**src/core/i2c_seq_consts.svh**
```systemverilog
`ifndef I2C_SEQ_CONSTS_SVH
`define I2C_SEQ_CONSTS_SVH
// ---------------------------------------------------------------
// register offsets
// ---------------------------------------------------------------
`define OFS_CTRL_ONE 8'h00
`define OFS_CTRL_TWO 8'h01
`define OFS_STATUS   8'h02
`define OFS_FLAGS    8'h03
`define OFS_XFER     8'h04
`define OFS_BAUD     8'h05
// ---------------------------------------------------------------
// field positions
// ---------------------------------------------------------------
`define C1_PORT_EN   0
`define C1_IRQ_EN    1
`define C1_SLEEP     2
`define C2_START     0
`define C2_RSTART    1
`define C2_STOP      2
`define C2_ACK       4
`define C2_ACK_DATA_VALUE     5
`define C2_ACKSTAT   6
`define ST_BF        0
`define ST_START     3
`define ST_STOP      4
`define FL_IRQ       0
`define FL_BCL       1
`define FL_WRITE_COLLISION_FLAG      2
// ---------------------------------------------------------------
// reset values and counts
// ---------------------------------------------------------------
`define RST_BYTE     8'h00
`define RST_BAUD     7'h09
`define LAST_BIT     4'h8
`endif

```
**src/core/i2c_seq_pkg.sv**
```systemverilog
package i2c_seq_pkg;
    typedef enum logic [3:0] {
        S_IDLE    = 4'h0,
        S_ST_CHK  = 4'h1,
        S_ST_HOLD = 4'h3,
        S_ST_LOW  = 4'h2,
        S_RS_LOW  = 4'h6,
        S_RS_RISE = 4'h7,
        S_RS_HIGH = 4'h5,
        S_RS_SDA  = 4'h4,
        S_TX_LOW  = 4'hC,
        S_TX_HIGH = 4'hD,
        S_AK_LOW  = 4'hF,
        S_AK_HIGH = 4'hE,
        S_SP_LOW  = 4'hA,
        S_SP_SCLH = 4'hB,
        S_SP_SDAH = 4'h9
    } seq_state_e;

    // one bit per wire: sampled level, or pull-low enable
    typedef struct packed {
        logic scl;
        logic sda;
    } line_s;
endpackage : i2c_seq_pkg

```
**src/core/i2c_seq_master.sv**
```systemverilog
// Strobed register access and the register offsets are this design's own decisions.
`timescale 1ns/1ns
`include "i2c_seq_consts.svh"

module i2c_seq_master
    import i2c_seq_pkg::*;
#(
    parameter int BAUD_W = 7
) (
    // clock and reset
    input  wire logic       core_clk,
    input  wire logic       rst_n,
    // register port
    input  wire logic [7:0] reg_addr,
    input  wire logic [7:0] reg_wdata,
    input  wire logic       reg_wr,
    input  wire logic       reg_rd,
    output logic      [7:0] reg_rdata,
    // bus wires
    input  wire logic       scl_in,
    input  wire logic       sda_in,
    output logic            scl_out,
    output logic            scl_oe,
    output logic            sda_out,
    output logic            sda_oe,
    // wake request
    output logic            wake_req
);
    // ---------------------------------------------------------------
    // parameter check
    // ---------------------------------------------------------------
    if (BAUD_W < 1 || BAUD_W > 8) begin : g_bad_width
        $error("BAUD_W must lie in 1..8");
    end

    // ---------------------------------------------------------------
    // state
    // ---------------------------------------------------------------
    seq_state_e        state_ff, nxt_state;
    logic [1:0]        scl_sync_ff, sda_sync_ff;
    line_s             prev_ff, bus, drv_ff, nxt_drv;
    logic [2:0]        ctrl1_ff;
    logic [3:0]        en_ff, nxt_en, clr_en;
    logic              ack_data_value_ff, ackstat_ff;
    logic [7:0]        xfer_ff, rdata_ff, rd_mux;
    logic [BAUD_W-1:0] baud_ff, cnt_ff, nxt_cnt;
    logic [3:0]        bit_ff, nxt_bit;
    logic              bf_ff, tx_req_ff, start_det_ff, stop_det_ff;
    logic              irq_ff, bcl_ff, write_collision_flag_ff, own_ff, hold_ff, watch_ff;
    logic              wake_ff, out_low_ff;
    logic              coll, seq_done, byte_done, ack_take, bf_clr;
    logic              nxt_own, nxt_hold;

    // ---------------------------------------------------------------
    // decode
    // ---------------------------------------------------------------
    function automatic logic hit(input logic [7:0] a, input logic [7:0] ofs);
        hit = (a == ofs);
    endfunction : hit

    // released or pulled wire must reach its level before the baud count may run
    function automatic logic wait_ok(input seq_state_e s, input line_s b);
        unique case (s)
            S_RS_RISE, S_TX_HIGH, S_AK_HIGH, S_SP_SCLH: wait_ok = b.scl;
            S_SP_LOW:  wait_ok = ~b.sda;
            S_SP_SDAH: wait_ok = b.sda & b.scl;
            default:   wait_ok = 1'b1;
        endcase
    endfunction : wait_ok

    function automatic line_s drive(input seq_state_e s, input logic txb,
                                    input logic ack_data_value, input logic own,
                                    input logic hold);
        line_s d;
        d = '{scl: 1'b0, sda: 1'b0};
        unique case (s)
            S_IDLE:    d = '{scl: own, sda: hold};
            S_ST_LOW:  d.sda = 1'b1;
            S_RS_LOW:  d.scl = 1'b1;
            S_RS_SDA:  d.sda = 1'b1;
            S_TX_LOW:  d = '{scl: 1'b1, sda: ~txb};
            S_TX_HIGH: d.sda = ~txb;
            S_AK_LOW:  d = '{scl: 1'b1, sda: ~ack_data_value};
            S_AK_HIGH: d.sda = ~ack_data_value;
            S_SP_LOW:  d = '{scl: 1'b1, sda: 1'b1};
            S_SP_SCLH: d.sda = 1'b1;
            default:   d = '{scl: 1'b0, sda: 1'b0};
        endcase
        drive = d;
    endfunction : drive

    wire wr_c1   = reg_wr & hit(reg_addr, `OFS_CTRL_ONE);
    wire wr_c2   = reg_wr & hit(reg_addr, `OFS_CTRL_TWO);
    wire wr_fl   = reg_wr & hit(reg_addr, `OFS_FLAGS);
    wire wr_xf   = reg_wr & hit(reg_addr, `OFS_XFER);
    wire wr_bd   = reg_wr & hit(reg_addr, `OFS_BAUD);
    wire port_en = ctrl1_ff[`C1_PORT_EN];
    wire busy    = (state_ff != S_IDLE) | (|en_ff) | tx_req_ff;
    wire cmd_ok  = wr_c2 & ~busy & port_en;
    wire xf_ok   = wr_xf & ~busy;
    wire write_collision_flag_set = wr_xf & busy;
    wire [3:0] cmd_bits = {reg_wdata[`C2_ACK], reg_wdata[`C2_STOP],
                           reg_wdata[`C2_RSTART], reg_wdata[`C2_START]};

    assign bus = '{scl: scl_sync_ff[1], sda: sda_sync_ff[1]};
    wire start_edge = prev_ff.sda & ~bus.sda & bus.scl & prev_ff.scl;
    wire stop_edge  = ~prev_ff.sda & bus.sda & bus.scl & prev_ff.scl;
    wire tx_bit  = bit_ff[3] ? 1'b1 : xfer_ff[~bit_ff[2:0]];
    wire w_ok    = wait_ok(state_ff, bus);
    wire tick    = w_ok & (cnt_ff == '0);
    wire load    = (nxt_state != state_ff) | ~w_ok | (state_ff == S_IDLE);
    assign nxt_cnt = load ? baud_ff : cnt_ff - 1'b1;

    // ---------------------------------------------------------------
    // sequencer
    // ---------------------------------------------------------------
    always_comb begin
        nxt_state = state_ff;
        coll      = 1'b0;
        seq_done  = 1'b0;
        byte_done = 1'b0;
        ack_take  = 1'b0;
        bf_clr    = 1'b0;
        clr_en    = 4'h0;
        nxt_bit   = bit_ff;
        unique case (state_ff)
            S_IDLE: begin
                if (port_en) begin
                    if (en_ff[0]) nxt_state = S_ST_CHK;
                    else if (en_ff[1]) nxt_state = S_RS_LOW;
                    else if (en_ff[2]) nxt_state = S_SP_LOW;
                    else if (en_ff[3]) nxt_state = S_AK_LOW;
                    else if (tx_req_ff) begin
                        nxt_state = S_TX_LOW;
                        nxt_bit   = 4'h0;
                    end
                end
            end
            S_ST_CHK: begin
                if (~bus.sda | ~bus.scl) coll = 1'b1;
                else nxt_state = S_ST_HOLD;
            end
            S_ST_HOLD: begin
                if (~bus.scl & bus.sda) coll = 1'b1;
                else if (~bus.sda | tick) nxt_state = S_ST_LOW;
            end
            S_ST_LOW: begin
                if (tick) begin
                    nxt_state = S_IDLE;
                    seq_done  = 1'b1;
                    clr_en[0] = 1'b1;
                end
            end
            S_RS_LOW: if (tick) nxt_state = S_RS_RISE;
            S_RS_RISE: begin
                if (bus.scl) begin
                    if (~bus.sda) coll = 1'b1;
                    else nxt_state = S_RS_HIGH;
                end
            end
            S_RS_HIGH: begin
                if (~bus.scl & bus.sda) coll = 1'b1;
                else if (tick) nxt_state = S_RS_SDA;
            end
            S_RS_SDA: begin
                if (tick) begin
                    nxt_state = S_IDLE;
                    seq_done  = 1'b1;
                    clr_en[1] = 1'b1;
                end
            end
            S_TX_LOW: if (tick) nxt_state = S_TX_HIGH;
            S_TX_HIGH: begin
                if (bus.scl & tx_bit & ~bus.sda & ~bit_ff[3]) coll = 1'b1;
                else if (tick) begin
                    if (bit_ff == `LAST_BIT) begin
                        nxt_state = S_IDLE;
                        ack_take  = 1'b1;
                        seq_done  = 1'b1;
                        byte_done = 1'b1;
                    end else begin
                        nxt_state = S_TX_LOW;
                        nxt_bit   = bit_ff + 4'h1;
                        bf_clr    = (bit_ff == (`LAST_BIT - 4'h1));
                    end
                end
            end
            S_AK_LOW: if (tick) nxt_state = S_AK_HIGH;
            S_AK_HIGH: begin
                if (bus.scl & ack_data_value_ff & ~bus.sda) coll = 1'b1;
                else if (tick) begin
                    nxt_state = S_IDLE;
                    clr_en[3] = 1'b1;
                end
            end
            S_SP_LOW: if (tick) nxt_state = S_SP_SCLH;
            S_SP_SCLH: if (tick) nxt_state = S_SP_SDAH;
            S_SP_SDAH: begin
                if (tick) begin
                    nxt_state = S_IDLE;
                    seq_done  = 1'b1;
                    clr_en[2] = 1'b1;
                end
            end
            default: nxt_state = S_IDLE;
        endcase
        if (coll) begin
            nxt_state = S_IDLE;
            clr_en    = 4'hF;
        end
        if (~port_en) begin
            nxt_state = S_IDLE;
            clr_en    = 4'hF;
        end
    end

    assign nxt_en   = (cmd_ok ? cmd_bits : en_ff) & ~clr_en;
    assign nxt_own  = (coll | ~port_en | clr_en[2]) ? 1'b0 :
                      ((clr_en[0] | clr_en[1] | ack_take) ? 1'b1 : own_ff);
    assign nxt_hold = (coll | ~port_en) ? 1'b0 :
                      ((clr_en[0] | clr_en[1]) ? 1'b1 :
                      ((state_ff == S_IDLE && nxt_state != S_IDLE) ? 1'b0 : hold_ff));
    assign nxt_drv  = drive(nxt_state, tx_bit, ack_data_value_ff, nxt_own, nxt_hold);

    // ---------------------------------------------------------------
    // flip-flops
    // ---------------------------------------------------------------
    always_ff @(posedge core_clk or negedge rst_n) begin
        if (!rst_n) begin
            scl_sync_ff <= 2'h3;
            sda_sync_ff <= 2'h3;
            prev_ff     <= '{scl: 1'b1, sda: 1'b1};
        end else begin
            scl_sync_ff <= {scl_sync_ff[0], scl_in};
            sda_sync_ff <= {sda_sync_ff[0], sda_in};
            prev_ff     <= bus;
        end
    end

    always_ff @(posedge core_clk or negedge rst_n) begin
        if (!rst_n) begin
            state_ff <= S_IDLE;
            cnt_ff   <= BAUD_W'(`RST_BAUD);
            bit_ff   <= 4'h0;
            en_ff    <= 4'h0;
            own_ff   <= 1'b0;
            hold_ff  <= 1'b0;
            drv_ff   <= '{scl: 1'b0, sda: 1'b0};
        end else begin
            state_ff <= nxt_state;
            cnt_ff   <= nxt_cnt;
            bit_ff   <= nxt_bit;
            en_ff    <= nxt_en;
            own_ff   <= nxt_own;
            hold_ff  <= nxt_hold;
            drv_ff   <= nxt_drv;
        end
    end

    always_ff @(posedge core_clk or negedge rst_n) begin
        if (!rst_n) begin
            ctrl1_ff   <= 3'h0;
            ack_data_value_ff   <= 1'b0;
            ackstat_ff <= 1'b0;
            baud_ff    <= BAUD_W'(`RST_BAUD);
            xfer_ff    <= `RST_BYTE;
        end else begin
            if (wr_c1) ctrl1_ff <= reg_wdata[2:0];
            if (wr_c2) ack_data_value_ff <= reg_wdata[`C2_ACK_DATA_VALUE];
            if (ack_take) ackstat_ff <= bus.sda;
            if (wr_bd) baud_ff <= reg_wdata[BAUD_W-1:0];
            if (xf_ok) xfer_ff <= reg_wdata;
        end
    end

    always_ff @(posedge core_clk or negedge rst_n) begin
        if (!rst_n) begin
            bf_ff <= 1'b0;
            tx_req_ff <= 1'b0;
        end else begin
            bf_ff     <= xf_ok | (bf_ff & ~bf_clr & ~coll & port_en);
            tx_req_ff <= (xf_ok | tx_req_ff) & port_en & (state_ff != S_TX_LOW);
        end
    end

    // set wins over the write-one clear
    always_ff @(posedge core_clk or negedge rst_n) begin
        if (!rst_n) begin
            irq_ff   <= 1'b0;
            bcl_ff   <= 1'b0;
            write_collision_flag_ff  <= 1'b0;
            watch_ff <= 1'b0;
        end else begin
            irq_ff   <= seq_done | (watch_ff & stop_edge) |
                        (irq_ff & ~(wr_fl & reg_wdata[`FL_IRQ]));
            bcl_ff   <= coll | (bcl_ff & ~(wr_fl & reg_wdata[`FL_BCL]));
            write_collision_flag_ff  <= write_collision_flag_set | (write_collision_flag_ff & ~(wr_fl & reg_wdata[`FL_WRITE_COLLISION_FLAG]));
            watch_ff <= coll | (watch_ff & ~stop_edge);
        end
    end

    always_ff @(posedge core_clk or negedge rst_n) begin
        if (!rst_n) begin
            start_det_ff <= 1'b0;
            stop_det_ff  <= 1'b0;
        end else begin
            start_det_ff <= start_edge | (start_det_ff & ~stop_edge);
            stop_det_ff  <= stop_edge | (stop_det_ff & ~start_edge);
        end
    end

    // ---------------------------------------------------------------
    // read port and outputs
    // ---------------------------------------------------------------
    wire [7:0] c2_rd = {1'b0, ackstat_ff, ack_data_value_ff, en_ff[3], 1'b0, en_ff[2:0]};
    wire [7:0] st_rd = {3'h0, stop_det_ff, start_det_ff, 2'h0, bf_ff};
    wire [7:0] fl_rd = {5'h00, write_collision_flag_ff, bcl_ff, irq_ff};
    assign rd_mux = hit(reg_addr, `OFS_CTRL_ONE) ? {5'h00, ctrl1_ff} :
                    hit(reg_addr, `OFS_CTRL_TWO) ? c2_rd :
                    hit(reg_addr, `OFS_STATUS)   ? st_rd :
                    hit(reg_addr, `OFS_FLAGS)    ? fl_rd :
                    hit(reg_addr, `OFS_XFER)     ? xfer_ff :
                    hit(reg_addr, `OFS_BAUD)     ? 8'(baud_ff) : 8'h00;
    wire wake_now = ctrl1_ff[`C1_SLEEP] & ctrl1_ff[`C1_IRQ_EN] & byte_done;

    always_ff @(posedge core_clk or negedge rst_n) begin
        if (!rst_n) begin
            rdata_ff   <= 8'h00;
            wake_ff    <= 1'b0;
            out_low_ff <= 1'b0;
        end else begin
            rdata_ff   <= reg_rd ? rd_mux : 8'h00;
            wake_ff    <= wake_now;
            out_low_ff <= 1'b0;
        end
    end

    assign reg_rdata = rdata_ff;
    assign scl_oe    = drv_ff.scl;
    assign sda_oe    = drv_ff.sda;
    assign scl_out   = out_low_ff;
    assign sda_out   = out_low_ff;
    assign wake_req  = wake_ff;
endmodule : i2c_seq_master

```
**config.mk**
```make
export PLATFORM = sky130hd
export DESIGN_NAME = i2c_seq_master
export DESIGN_NICKNAME = d
export VERILOG_FILES = /design/src/core/i2c_seq_pkg.sv /design/src/core/i2c_seq_master.sv
export VERILOG_INCLUDE_DIRS = /design/src /design/src/core
export SDC_FILE = /design/constraint.sdc
export NUM_CORES = 1
export LEC_CHECK = 0
export BUFFER_PORTS_ARGS = -buffer_cell sky130_fd_sc_hd__buf_2
export CAP_MARGIN = 20
export CORE_MARGIN = 1.5
export CORE_UTILIZATION = 50
export DETAILED_ROUTE_END_ITERATION = 8
export PLACE_DENSITY = 0.71
export REMOVE_ABC_BUFFERS = 1
export SYNTH_ARGS = -nofsm -noshare
export SYNTH_HDL_FRONTEND = slang
export SYNTH_SLANG_ARGS = --single-unit
```
**constraint.sdc**
```tcl
create_clock -name core_clk -period 6.3 [get_ports core_clk]
set_input_delay 0.63 -clock core_clk [delete_from_list [all_inputs] [get_ports core_clk]]
set_output_delay 0.63 -clock core_clk [all_outputs]
set_load 0.1 [all_outputs]
```
==> results of run 1 <==
## power by group
| part | switching [mW] | internal, mW | total (mW) |
|---|---|---|---|
| Clock | 0.172 | 0.206 | 0.378 |
| Sequential | 0.0132 | 0.438 | 0.451 |
| Combinational | 0.0444 | 0.0262 | 0.0706 |
## logic make-up (layout without fill, tap and decap cells)
family | Yosys count | after routing | synth area share [%]
fa+ha+maj | 4 | 4 | 1.264
xor+xnor | 10 | 10 | 2.213
flops | 66 | 66 | 42.04
simple gates | 163 | 163 | 22.38
compound gates | 84 | 84 | 15.52
buf+inv | 38 | 66 | 5.531
other cells | 1 | 2 | 0.09473
mux | 37 | 37 | 10.97
## worst reg2reg max path, stage by stage, from the launching register on
cell      delay (ps)
dfrtp_1          830
inv_1            340
nor4_4           390
or2_1            250
nor4_1            70
a41oi_1          320
and3_1           380
o211ai_2         150
a21oi_4          390
mux2_4           330
## registers in the layout (all words and copies together) (netlist names), 2 cells and up
name,flops
baud_ff,7
bit_ff,4
cnt_ff,7
ctrl1_ff,3
en_ff,4
prev_ff,2
reg_rdata,8
scl_sync_ff,2
sda_sync_ff,2
state_ff,4
xfer_ff,8
## through the flow
| step | setup slack [ps] | area, um2 |
|---|---|---|
| finish | 2738 | 4322 |
| global route | 2539 | 4322 |
| CTS | 2607 | 4317 |
| detailed placement | 2632 | 4103 |
| global placement | 2754 | 4103 |
| floorplan | 3196 | 3800 |
## worst paths after layout
path / start / endpoint / slack (ps)
setup / recovery: state_ff[0]$_DFF_PN0_ / cnt_ff[4]$_DFF_PN0_ / 2740
hold / removal: scl_sync_ff[0]$_DFF_PN1_ / scl_sync_ff[1]$_DFF_PN1_ / 360
setup reg to reg: state_ff[0]$_DFF_PN0_ / cnt_ff[4]$_DFF_PN0_ / 2740
hold reg to reg: scl_sync_ff[0]$_DFF_PN1_ / scl_sync_ff[1]$_DFF_PN1_ / 360
max in group asynchronous: rst_n / own_ff$_DFF_PN0_ / 5280
min in group asynchronous: rst_n / reg_rdata[1]$_DFF_PN0_ / 460
## synth_stat cells, drive strengths merged (2+ instances only)
| cell type | number | area, um2 |
|---|---|---|
| dfrtp | 56 | 1401 |
| nor2 | 51 | 201.5 |
| nand2 | 33 | 123.9 |
| mux2 | 23 | 281.5 |
| o21ai | 23 | 118.9 |
| a21oi | 19 | 106.4 |
| inv | 15 | 56.30 |
| buf | 14 | 115.1 |
| nor3 | 14 | 91.34 |
| mux2i | 13 | 130.1 |
| dfstp | 10 | 262.8 |
| clkbuf | 9 | 47.55 |
| nor4 | 9 | 92.59 |
| nand3 | 8 | 40.04 |
| nor3b | 7 | 52.55 |
| o31ai | 7 | 52.55 |
| xor2 | 7 | 61.31 |
| a31oi | 6 | 37.54 |
| nand2b | 6 | 37.54 |
| or2 | 6 | 37.53 |
| and3 | 5 | 31.28 |
| nor2b | 5 | 31.28 |
| a311oi | 4 | 35.03 |
| ha | 4 | 50.05 |
| nand4 | 4 | 31.28 |
| or3 | 4 | 26.28 |
| a22o | 3 | 26.28 |
| nand3b | 3 | 22.52 |
| xnor2 | 3 | 26.28 |
| and2 | 2 | 13.77 |
| nand4b | 2 | 17.52 |
| o211a | 2 | 27.53 |
| o22ai | 2 | 12.51 |
| o311a | 2 | 20.02 |
| o31a | 2 | 27.53 |
| or4 | 2 | 18.77 |
## layer usage
layer | vias up | GRT usage (%)
met5 | - | 0
met4 | 0 | 5.897
met3 | 15 | 3.980
met2 | 125 | 38.09
met1 | 1541 | 33.17
li1 | 1498 | -
## layout make-up
class | instances | share of cell area [%]
Multi-Input combinational cell | 300 | 48.12
Clock buffer | 11 | 3.503
Timing Repair Buffer | 35 | 4.169
Tap cell | 102 | 2.953
Sequential cell | 66 | 38.51
Inverter | 15 | 1.303
Clock inverter | 5 | 1.448
==> results.sh, run 1 <==
export IMPL_regArea_um2=1664
export IMPL_multi_input_area_um2=2079
export IMPL_tightest_slew_ps=839.4
export IMPL_stdcell_count=534
export IMPL_p_leak_nw=1.940
export IMPL_setup_viol=0
export IMPL_clock_latency_ps=350
export IMPL_maxUsedRoutingLayer="met4"
export IMPL_path_cells="inv_1 -> nor4_4 -> or2_1 -> nor4_1 -> a41oi_1 -> and3_1 -> o211ai_2 -> a21oi_4 -> mux2_4"
export IMPL_grt_pass1_wl_um=15730
export IMPL_nFillCells=693
export IMPL_rsz0062_at_grt="no"
export IMPL_cts_clk_slew_worst_paths_ps=80
export IMPL_antenna_found_initial=0
export IMPL_cp_buffers_inverters=1
export IMPL_synth_cells=403
export IMPL_avgSynthCellArea_um2=9.823
export IMPL_wl_met2_um=4493
export IMPL_yosysSeqAreaShare_pct=42.04
export IMPL_grtUsageTotal_pct=23.66
export IMPL_grt_pass1_vias=3052
export IMPL_wl_per_cell_um=17.86
export IMPL_firstDrtPassIters=4
export IMPL_fin_crit_ps=3562
export IMPL_p_per_area_nw_per_um2=208.2
export IMPL_fin_tns_setup_ps=0
export IMPL_peakVddDrop_mv=0.09099
export IMPL_r2r_cells=9
export IMPL_m1WireLength_um=4400
export IMPL_synth_edf_count=0
export IMPL_end_kind="register"
export IMPL_synthToLayoutAreaGrowth_pct=9.165
export IMPL_fmax_mhz=280.8
export IMPL_die_area_um2=8460
export IMPL_cts_tree="done"
export IMPL_synthesis_area_um2=3959
export IMPL_core_region_area_um2=7687
export IMPL_timing_hold_ws_ps=356.1
export IMPL_finalCritPeriodShare_pct=56.53
export IMPL_cts_sinks=66
export IMPL_post_cts_resized=0
export IMPL_drv_slew=0
export IMPL_die_y_um=91.98
export IMPL_die_width_um=91.98
export IMPL_relSlewSlack_pct=44.04
export IMPL_final_common_cell="dfrtp_1"
export IMPL_total_power_mw=0.8997
export IMPL_finClkSkew_ps=12.73
export IMPL_ys_types=76
export IMPL_final_cell_mix="dfrtp_1, nor2_1, nand2_1, buf_2, o21ai_0"
export IMPL_drive_gt1_share_pct=25.00
export IMPL_pin_count=35
export IMPL_synth_seq_cells=66
export IMPL_dp_cells=517
export IMPL_critPathTopFamily="simple AND/OR/NAND/NOR gates"
export IMPL_cap_violations=0
export IMPL_numPortBuffers=32
export IMPL_wl_met3_um=513
export IMPL_overflow=0
export IMPL_viasPerCell=5.953
export IMPL_cts_hold_buf=0
export IMPL_antenna_left=0
export IMPL_place_hpwl_um=6792
export IMPL_post_route_drc_count=0
export IMPL_crit_slowest_cell="dfrtp_1"
export IMPL_htreeDepth=3
export IMPL_first_iter_violations=265
export IMPL_drt_wl_total_um=9539
export IMPL_slowest_delay_ps=830
export IMPL_hp_class="reg -> reg"
export IMPL_yosysWarnings=0
export IMPL_clockBufferDepth=2
export IMPL_async_flop_share_pct=100.0
export IMPL_cp_max_fo=22
export IMPL_initial_utilization_pct=51.50
export IMPL_gp_congestion=0.9163
export IMPL_final_core_util_pct=56.22
export IMPL_outcome="completed"
export IMPL_worstSetupPathType="reg -> reg"
export IMPL_cp_depth=9
export IMPL_postCtsSetupBuffers=0
export IMPL_fin_nets=453
export IMPL_crit_arrival_ps=3790
export IMPL_grt_max_degree=67
export IMPL_crit_required_ps=6530
export IMPL_cp_start_kind="register"
export IMPL_cts_buffers=9
export IMPL_vias=3179
export IMPL_clock_root_buffer="clkbuf_8"
export IMPL_report_final_hold_viol_count=0
export IMPL_antenna_cells=0
export IMPL_row_count=32
export IMPL_synth_main_ff_cell="dfrtp_1"
export IMPL_holdPathStages=0
(Power assumes the default switching activity.)
==> run 2, diff against run 1 <==
Settings changed: ABC_AREA from default to 1, PLACE_DENSITY 0.71 to 0.74.
Clock period 6.3 ns to 2.9 ns, I/O delays scaled along.
==> run 2 against run 1 <==
Sequential power grew 120%. Hold slack lost 320 ps. Cell count grew 22%. Maximum frequency grew 34%. Via count grew 10%. Sequential share of layout area shrank 0.64 points. Core utilization grew 3.8 points. Critical path type unchanged.
==> results.sh, run 2 <==
export IMPL_outcome="completed"
export IMPL_synthesis_area_um2=3839
export IMPL_cp_start_kind="register"
export IMPL_grt_pass1_vias=3511
export IMPL_cts_sinks=66
export IMPL_synth_most_common_cell="nand2_1"
export IMPL_synth_top_family_by_area="simple AND/OR/NAND/NOR gates"
export IMPL_ys_types=46
export IMPL_yosysSeqAreaShare_pct=43.35
export IMPL_finClkSkew_ps=9.515
export IMPL_overflow=0
export IMPL_synth_cells=499
export IMPL_worstHoldStart="scl_in"
export IMPL_synth_main_ff_cell="dfrtp_1"
export IMPL_total_power_mw=1.983
export IMPL_tightest_slew_ps=562.7
export IMPL_reg2reg_from="state_ff[1]$_DFF_PN0_"
export IMPL_initial_utilization_pct=52.36
export IMPL_finalCritPeriodShare_pct=91.72
export IMPL_grt_max_degree=27
export IMPL_synth_edf_count=0
export IMPL_antenna_found_initial=0
export IMPL_row_count=31
export IMPL_synthSimpleGateAreaFrac_pct=29.40
export IMPL_crit_arrival_ps=2910
export IMPL_synth_largest_area_cell="dfrtp_1"
export IMPL_wl_per_cell_um=15.72
export IMPL_r2r_slack_ps=240
export IMPL_synth_common_cells="nand2_1, inv_1, dfrtp_1"
export IMPL_synth_top_cell_area_share_pct=36.51
export IMPL_cts_buffers=9
export IMPL_worstSetupPathType="reg -> reg"
export IMPL_crit_required_ps=3150
export IMPL_holdPathStages=1
export IMPL_peakVddDrop_mv=0.3409
export IMPL_antenna_left=0
export IMPL_synthMuxAreaShare_pct=0
export IMPL_synthToLayoutAreaGrowth_pct=14.67
export IMPL_grt_pass1_wl_um=17300
export IMPL_synth_compound_area_share_pct=13.59
export IMPL_setup_viol=0
export IMPL_synth_area_leaders="dfrtp_1, nand2_1, inv_1, dfstp_2, o21ai_0"
export IMPL_p_leak_nw=2.247
export IMPL_yosysWarnings=0
export IMPL_fmax_mhz=376.0
export IMPL_nFillCells=711
export IMPL_relSlewSlack_pct=62.49
export IMPL_firstDrtPassIters=5
export IMPL_fin_tns_setup_ps=0
export IMPL_numPortBuffers=32
export IMPL_vias=3496
export IMPL_die_y_um=90.62
export IMPL_rsz0062_at_grt="no"
export IMPL_hp_class="in -> reg"
export IMPL_grtUsageTotal_pct=27.20
export IMPL_final_cell_mix="nand2_1, inv_1, dfrtp_1"
export IMPL_avgSynthCellArea_um2=7.693
export IMPL_cp_max_fo=11
export IMPL_end_kind="register"
export IMPL_final_common_cell="nand2_1"
export IMPL_clockBufferDepth=2
export IMPL_die_area_um2=8212
export IMPL_synth_xor_area_share_pct=2.086
export IMPL_synthAdderAreaFrac_pct=1.304
export IMPL_clock_latency_ps=360
export IMPL_clock_root_buffer="clkbuf_8"
export IMPL_pin_count=35
export IMPL_drt_wl_total_um=10250
export IMPL_htreeDepth=3
export IMPL_r2r_cells=15
export IMPL_drv_slew=0
export IMPL_first_iter_violations=257
export IMPL_report_final_hold_viol_count=0
export IMPL_core_region_area_um2=7331
export IMPL_cts_clk_slew_worst_paths_ps=80
export IMPL_antenna_cells=0
export IMPL_viasPerCell=5.362
export IMPL_fin_nets=574
export IMPL_fin_crit_ps=2660
export IMPL_min_to="scl_sync_ff[0]$_DFF_PN1_"
export IMPL_cap_violations=0
export IMPL_cts_tree="done"
export IMPL_gp_congestion=0.9687
export IMPL_synth_seq_cells=66
export IMPL_die_width_um=90.62
export IMPL_post_route_drc_count=0
export IMPL_r2r_end="cnt_ff[5]$_DFF_PN0_"
export IMPL_async_flop_share_pct=100.0
export IMPL_drive_gt1_share_pct=20.61
export IMPL_p_per_area_nw_per_um2=450.5
export IMPL_place_hpwl_um=8096
[run 2: cell count changes after synthesis, moves of 7 or more]
| cell | delta |
|---|---|
| nand4_1 | +9 |
| inv_1 | +70 |
| nand2_2 | +11 |
| o21ai_0 | +18 |
| nand2_1 | +81 |
| nand3_1 | +22 |
| mux2_2 | -17 |
| mux2i_1 | -13 |
| nor3b_1 | -7 |
[run 2: cell type report]
class / instances / area [um2] / area share [%]
clock inverters: 6 / 65.06 / 1.478
well taps: 99 / 123.9 / 2.814
inverters: 91 / 341.6 / 7.760
flip-flops and latches: 66 / 1667 / 37.86
multi-input cells: 336 / 1802 / 40.93
clock buffers: 10 / 137.6 / 3.127
repair buffers: 44 / 265.3 / 6.026
[run 2: kinds of logic after synthesis]
group,Yosys count
buf+inv,98
simple gates,238
fa+ha+maj,4
xor+xnor,7
other cells,1
compound gates,85
flops,66
[run 2: worst max-delay path: stages (launching register included)]
cell and delay, ps:
dfrtp_1 440, inv_2 100, nand2_1 150, nor2_4 230, nor2_2 80, nand3_1 130, nand3_4 120, nand2_4 170
nand2_2 60, nand2_1 100, nand3_2 130, o21ai_4 270, xor2_4 290, nand3_4 140, nand2_1 90, nand2_1 50
[run 2: repair_timing]
action,4_1_cts,5_1_grt
hold buffers,1,0
setup endpoints to repair,0,8
resized for setup,0,6
buffers inserted,0,3
endpoints found under the hold margin,17,0
[run 2: worst max path at each step]
stage	from	end	slack, ps	cells past startpoint
global route	state_ff[1]$_DFF_PN0_	scl_oe$_DFF_PN0_	20	15
CTS	state_ff[1]$_DFF_PN0_	cnt_ff[5]$_DFF_PN0_	100	16
global placement	state_ff[0]$_DFF_PN0_	cnt_ff[2]$_DFF_PN0_	190	16
finish	state_ff[1]$_DFF_PN0_	cnt_ff[5]$_DFF_PN0_	240	15
detailed placement	state_ff[1]$_DFF_PN0_	cnt_ff[5]$_DFF_PN0_	130	16
floorplan	state_ff[0]$_DFF_PN0_	cnt_ff[1]$_DFF_PN0_	460	15
[run 2: power by group]
part / leakage (nW) / internal [mW] / switching, mW
clock network: 0.103 / 0.422 / 0.380
registers: 0.860 / 0.956 / 0.0246
logic: 1.28 / 0.0600 / 0.141
total: 2.25 / 1.44 / 0.546
[run 2: metal layers]
| layer | wire length (um) | track usage [%] | vias up |
|---|---|---|---|
| li1 | - | - | 1703 |
| met1 | 4683 | 37.26 | 1665 |
| met2 | 4752 | 42.92 | 112 |
| met3 | 680 | 6.229 | 16 |
| met4 | 135 | 7.937 | 0 |
| met5 | 0 | 0 | - |
[run 2: through the flow]
step | hold slack (ps) | setup slack (ps) | std cells | util, % | area [um2]
final | 33.80 | 240.2 | 652 | 60.04 | 4402
after global routing | 30.27 | 24.96 | 652 | 60.04 | 4402
after global placement | 297.3 | 190.3 | 632 | 56.44 | 4138
after detailed placement | 306.4 | 127.7 | 632 | 56.44 | 4138
after floorplan | -5.591 | 455.0 | 493 | - | 3794
after CTS | 21.44 | 100.6 | 649 | 59.34 | 4350
==> run 3, diff against run 2 <==
==> constraint.sdc (replaced) <==
create_clock -name core_clk -period 2.9 [get_ports core_clk]
set_input_delay 0.435 -clock core_clk [delete_from_list [all_inputs] [get_ports core_clk]]
set_output_delay 0.435 -clock core_clk [all_outputs]
set_load 0.1 [all_outputs]
==> run 3 against run 2 <==
Final area shrank 0.88%. Clock-buffer cell count is 1 lower. Critical path depth up 1. Total power down 5.6%. Die area unchanged. Sequential cell count unchanged. Core utilization fell by 0.53 points. Via count is essentially flat. Non-clock buffer count down 2. Critical endpoint unchanged. Largest cell class unchanged. Highest routed layer unchanged.
==> results.sh, run 3 (same netlist as run 2, synthesis figures left out) <==
export IMPL_overflow=0
export IMPL_crit_arrival_ps=3000
export IMPL_first_iter_violations=321
export IMPL_cts_buffers=9
export IMPL_grtUsageTotal_pct=25.65
export IMPL_critPathTopFamily="simple AND/OR/NAND/NOR gates"
export IMPL_grt_pass1_wl_um=16260
export IMPL_end_kind="register"
export IMPL_antenna_left=0
export IMPL_numPortBuffers=32
export IMPL_peakVddDrop_mv=0.4081
export IMPL_post_route_drc_count=0
export IMPL_fin_nets=572
export IMPL_cap_violations=0
export IMPL_vias=3497
export IMPL_relSlewSlack_pct=66.32
export IMPL_place_hpwl_um=7864
export IMPL_viasPerCell=5.380
export IMPL_synthToLayoutAreaGrowth_pct=13.66
export IMPL_drv_slew=0
export IMPL_slowest_delay_ps=500
export IMPL_die_width_um=90.62
export IMPL_cp_max_fo=11
export IMPL_crit_slowest_cell="dfrtp_1"
export IMPL_setup_viol=0
export IMPL_row_count=31
export IMPL_tightest_slew_ps=501.5
export IMPL_wl_per_cell_um=15.50
export IMPL_report_final_hold_viol_count=0
export IMPL_cp_start_kind="register"
export IMPL_final_cell_mix="nand2_1, inv_1, dfrtp_1"
export IMPL_clockBufferDepth=2
export IMPL_core_region_area_um2=7331
export IMPL_firstDrtPassIters=6
export IMPL_clock_latency_ps=340
export IMPL_drive_gt1_share_pct=20.69
export IMPL_path_cells="inv_2 -> nand2_2 -> nor2_1 -> nor2_2 -> nand3_1 -> nand3_4 -> nand2_4 -> o21ai_1 -> nand3_2 -> nand2_2 -> nor2_2 -> nor3_4 -> buf_12 -> nand3_4 -> nand2_1 -> nand2_1"
export IMPL_gp_congestion=0.9426
export IMPL_clock_root_buffer="clkbuf_8"
export IMPL_antenna_found_initial=0
export IMPL_worstSetupPathType="reg -> reg"
export IMPL_finalCritPeriodShare_pct=95.47
export IMPL_nFillCells=672
export IMPL_htreeDepth=3
export IMPL_fin_area_um2=4363
export IMPL_final_common_cell="nand2_1"
export IMPL_cts_hold_buf=0
export IMPL_grt_max_degree=27
export IMPL_finClkSkew_ps=9.636
export IMPL_grt_pass1_vias=3295
export IMPL_die_area_um2=8212
export IMPL_pin_count=35
export IMPL_hp_class="in -> async"
export IMPL_antenna_cells=0
export IMPL_cts_tree="done"
export IMPL_die_y_um=90.62
export IMPL_fmax_mhz=361.2
export IMPL_drt_wl_total_um=10080
export IMPL_fin_crit_ps=2769
export IMPL_cts_clk_slew_worst_paths_ps=80
export IMPL_cts_sinks=66
export IMPL_outcome="completed"
export IMPL_crit_required_ps=3130
export IMPL_p_per_area_nw_per_um2=429.0
export IMPL_p_leak_nw=2.220
export IMPL_cp_buffers_inverters=2
export IMPL_initial_utilization_pct=52.36
export IMPL_place_area_um2=4145
export IMPL_final_core_util_pct=59.52
export IMPL_fin_tns_setup_ps=0
-- run 3: report_power, final --
part           leakage (nW)  internal [mW]  total [mW]  switching (mW)
registers             0.860          0.956       0.980          0.0244
logic                  1.28         0.0593       0.200           0.141
clock network        0.0822          0.315       0.691           0.376
-- run 3: stage by stage --
stage,total power [mW],hold slack [ps],cells,setup slack [ps]
2_1_floorplan,1.114,139.4,493,455.0
3_3_place_gp,1.193,345.8,633,175.7
3_5_place_dp,1.194,347.6,633,135.4
4_1_cts,1.883,22.23,649,113.1
5_1_grt,1.957,27.96,650,-12.49
6_report,1.872,14.33,650,131.5
-- run 3: timing repair --
item | CTS | global route
hold endpoints to repair | 0 | 0
setup endpoints to repair | 0 | 8
setup buffers | 0 | 1
resized for setup | 0 | 7
-- run 3: worst reg2reg max path: cells and delay by family (launching register included) --
kind	cells	cell delay [ps]
AOI/OAI and AO/OA	1	260
DFF	1	500
and+or+nand+nor	13	1630
buffers and inverters	2	250
-- run 3: area by class of cell --
type                       instances  area (um2)  share of cell area (%)
clock buffer                       9       123.9                   2.839
clock inverter                     7       53.80                   1.233
inverter                          91       341.6                   7.829
multi-input combinational        336        1805                   41.38
sequential                        66        1667                   38.20
tap                               99       123.9                   2.839
timing repair buffer              42       247.7                   5.678
-- run 3: metal layers --
metal	GRT usage, %	vias up	part of all wire, %
li1	-	1697	-
met3	4.714	16	7.4
met1	36.85	1640	45
met5	0	-	0
met4	7.407	0	1.4
met2	39.47	144	46
-- run 3: worst paths after layout --
| check | from | endpoint | slack [ps] | cells after the start |
|---|---|---|---|---|
| worst max register to register | state_ff[2]$_DFF_PN0_ | cnt_ff[5]$_DFF_PN0_ | 130 | 16 |
| max in group asynchronous | rst_n | cnt_ff[0]$_DFF_PN1_ | 2170 | 2 |
| worst min register to register | scl_sync_ff[0]$_DFF_PN1_ | scl_sync_ff[1]$_DFF_PN1_ | 360 | 0 |
| worst min-delay path | rst_n | xfer_ff[3]$_DFFE_PN0P_ | 10 | 1 |
| worst max-delay path | state_ff[2]$_DFF_PN0_ | cnt_ff[5]$_DFF_PN0_ | 130 | 16 |
| min in group core_clk | sda_in | sda_sync_ff[0]$_DFF_PN1_ | 190 | 1 |
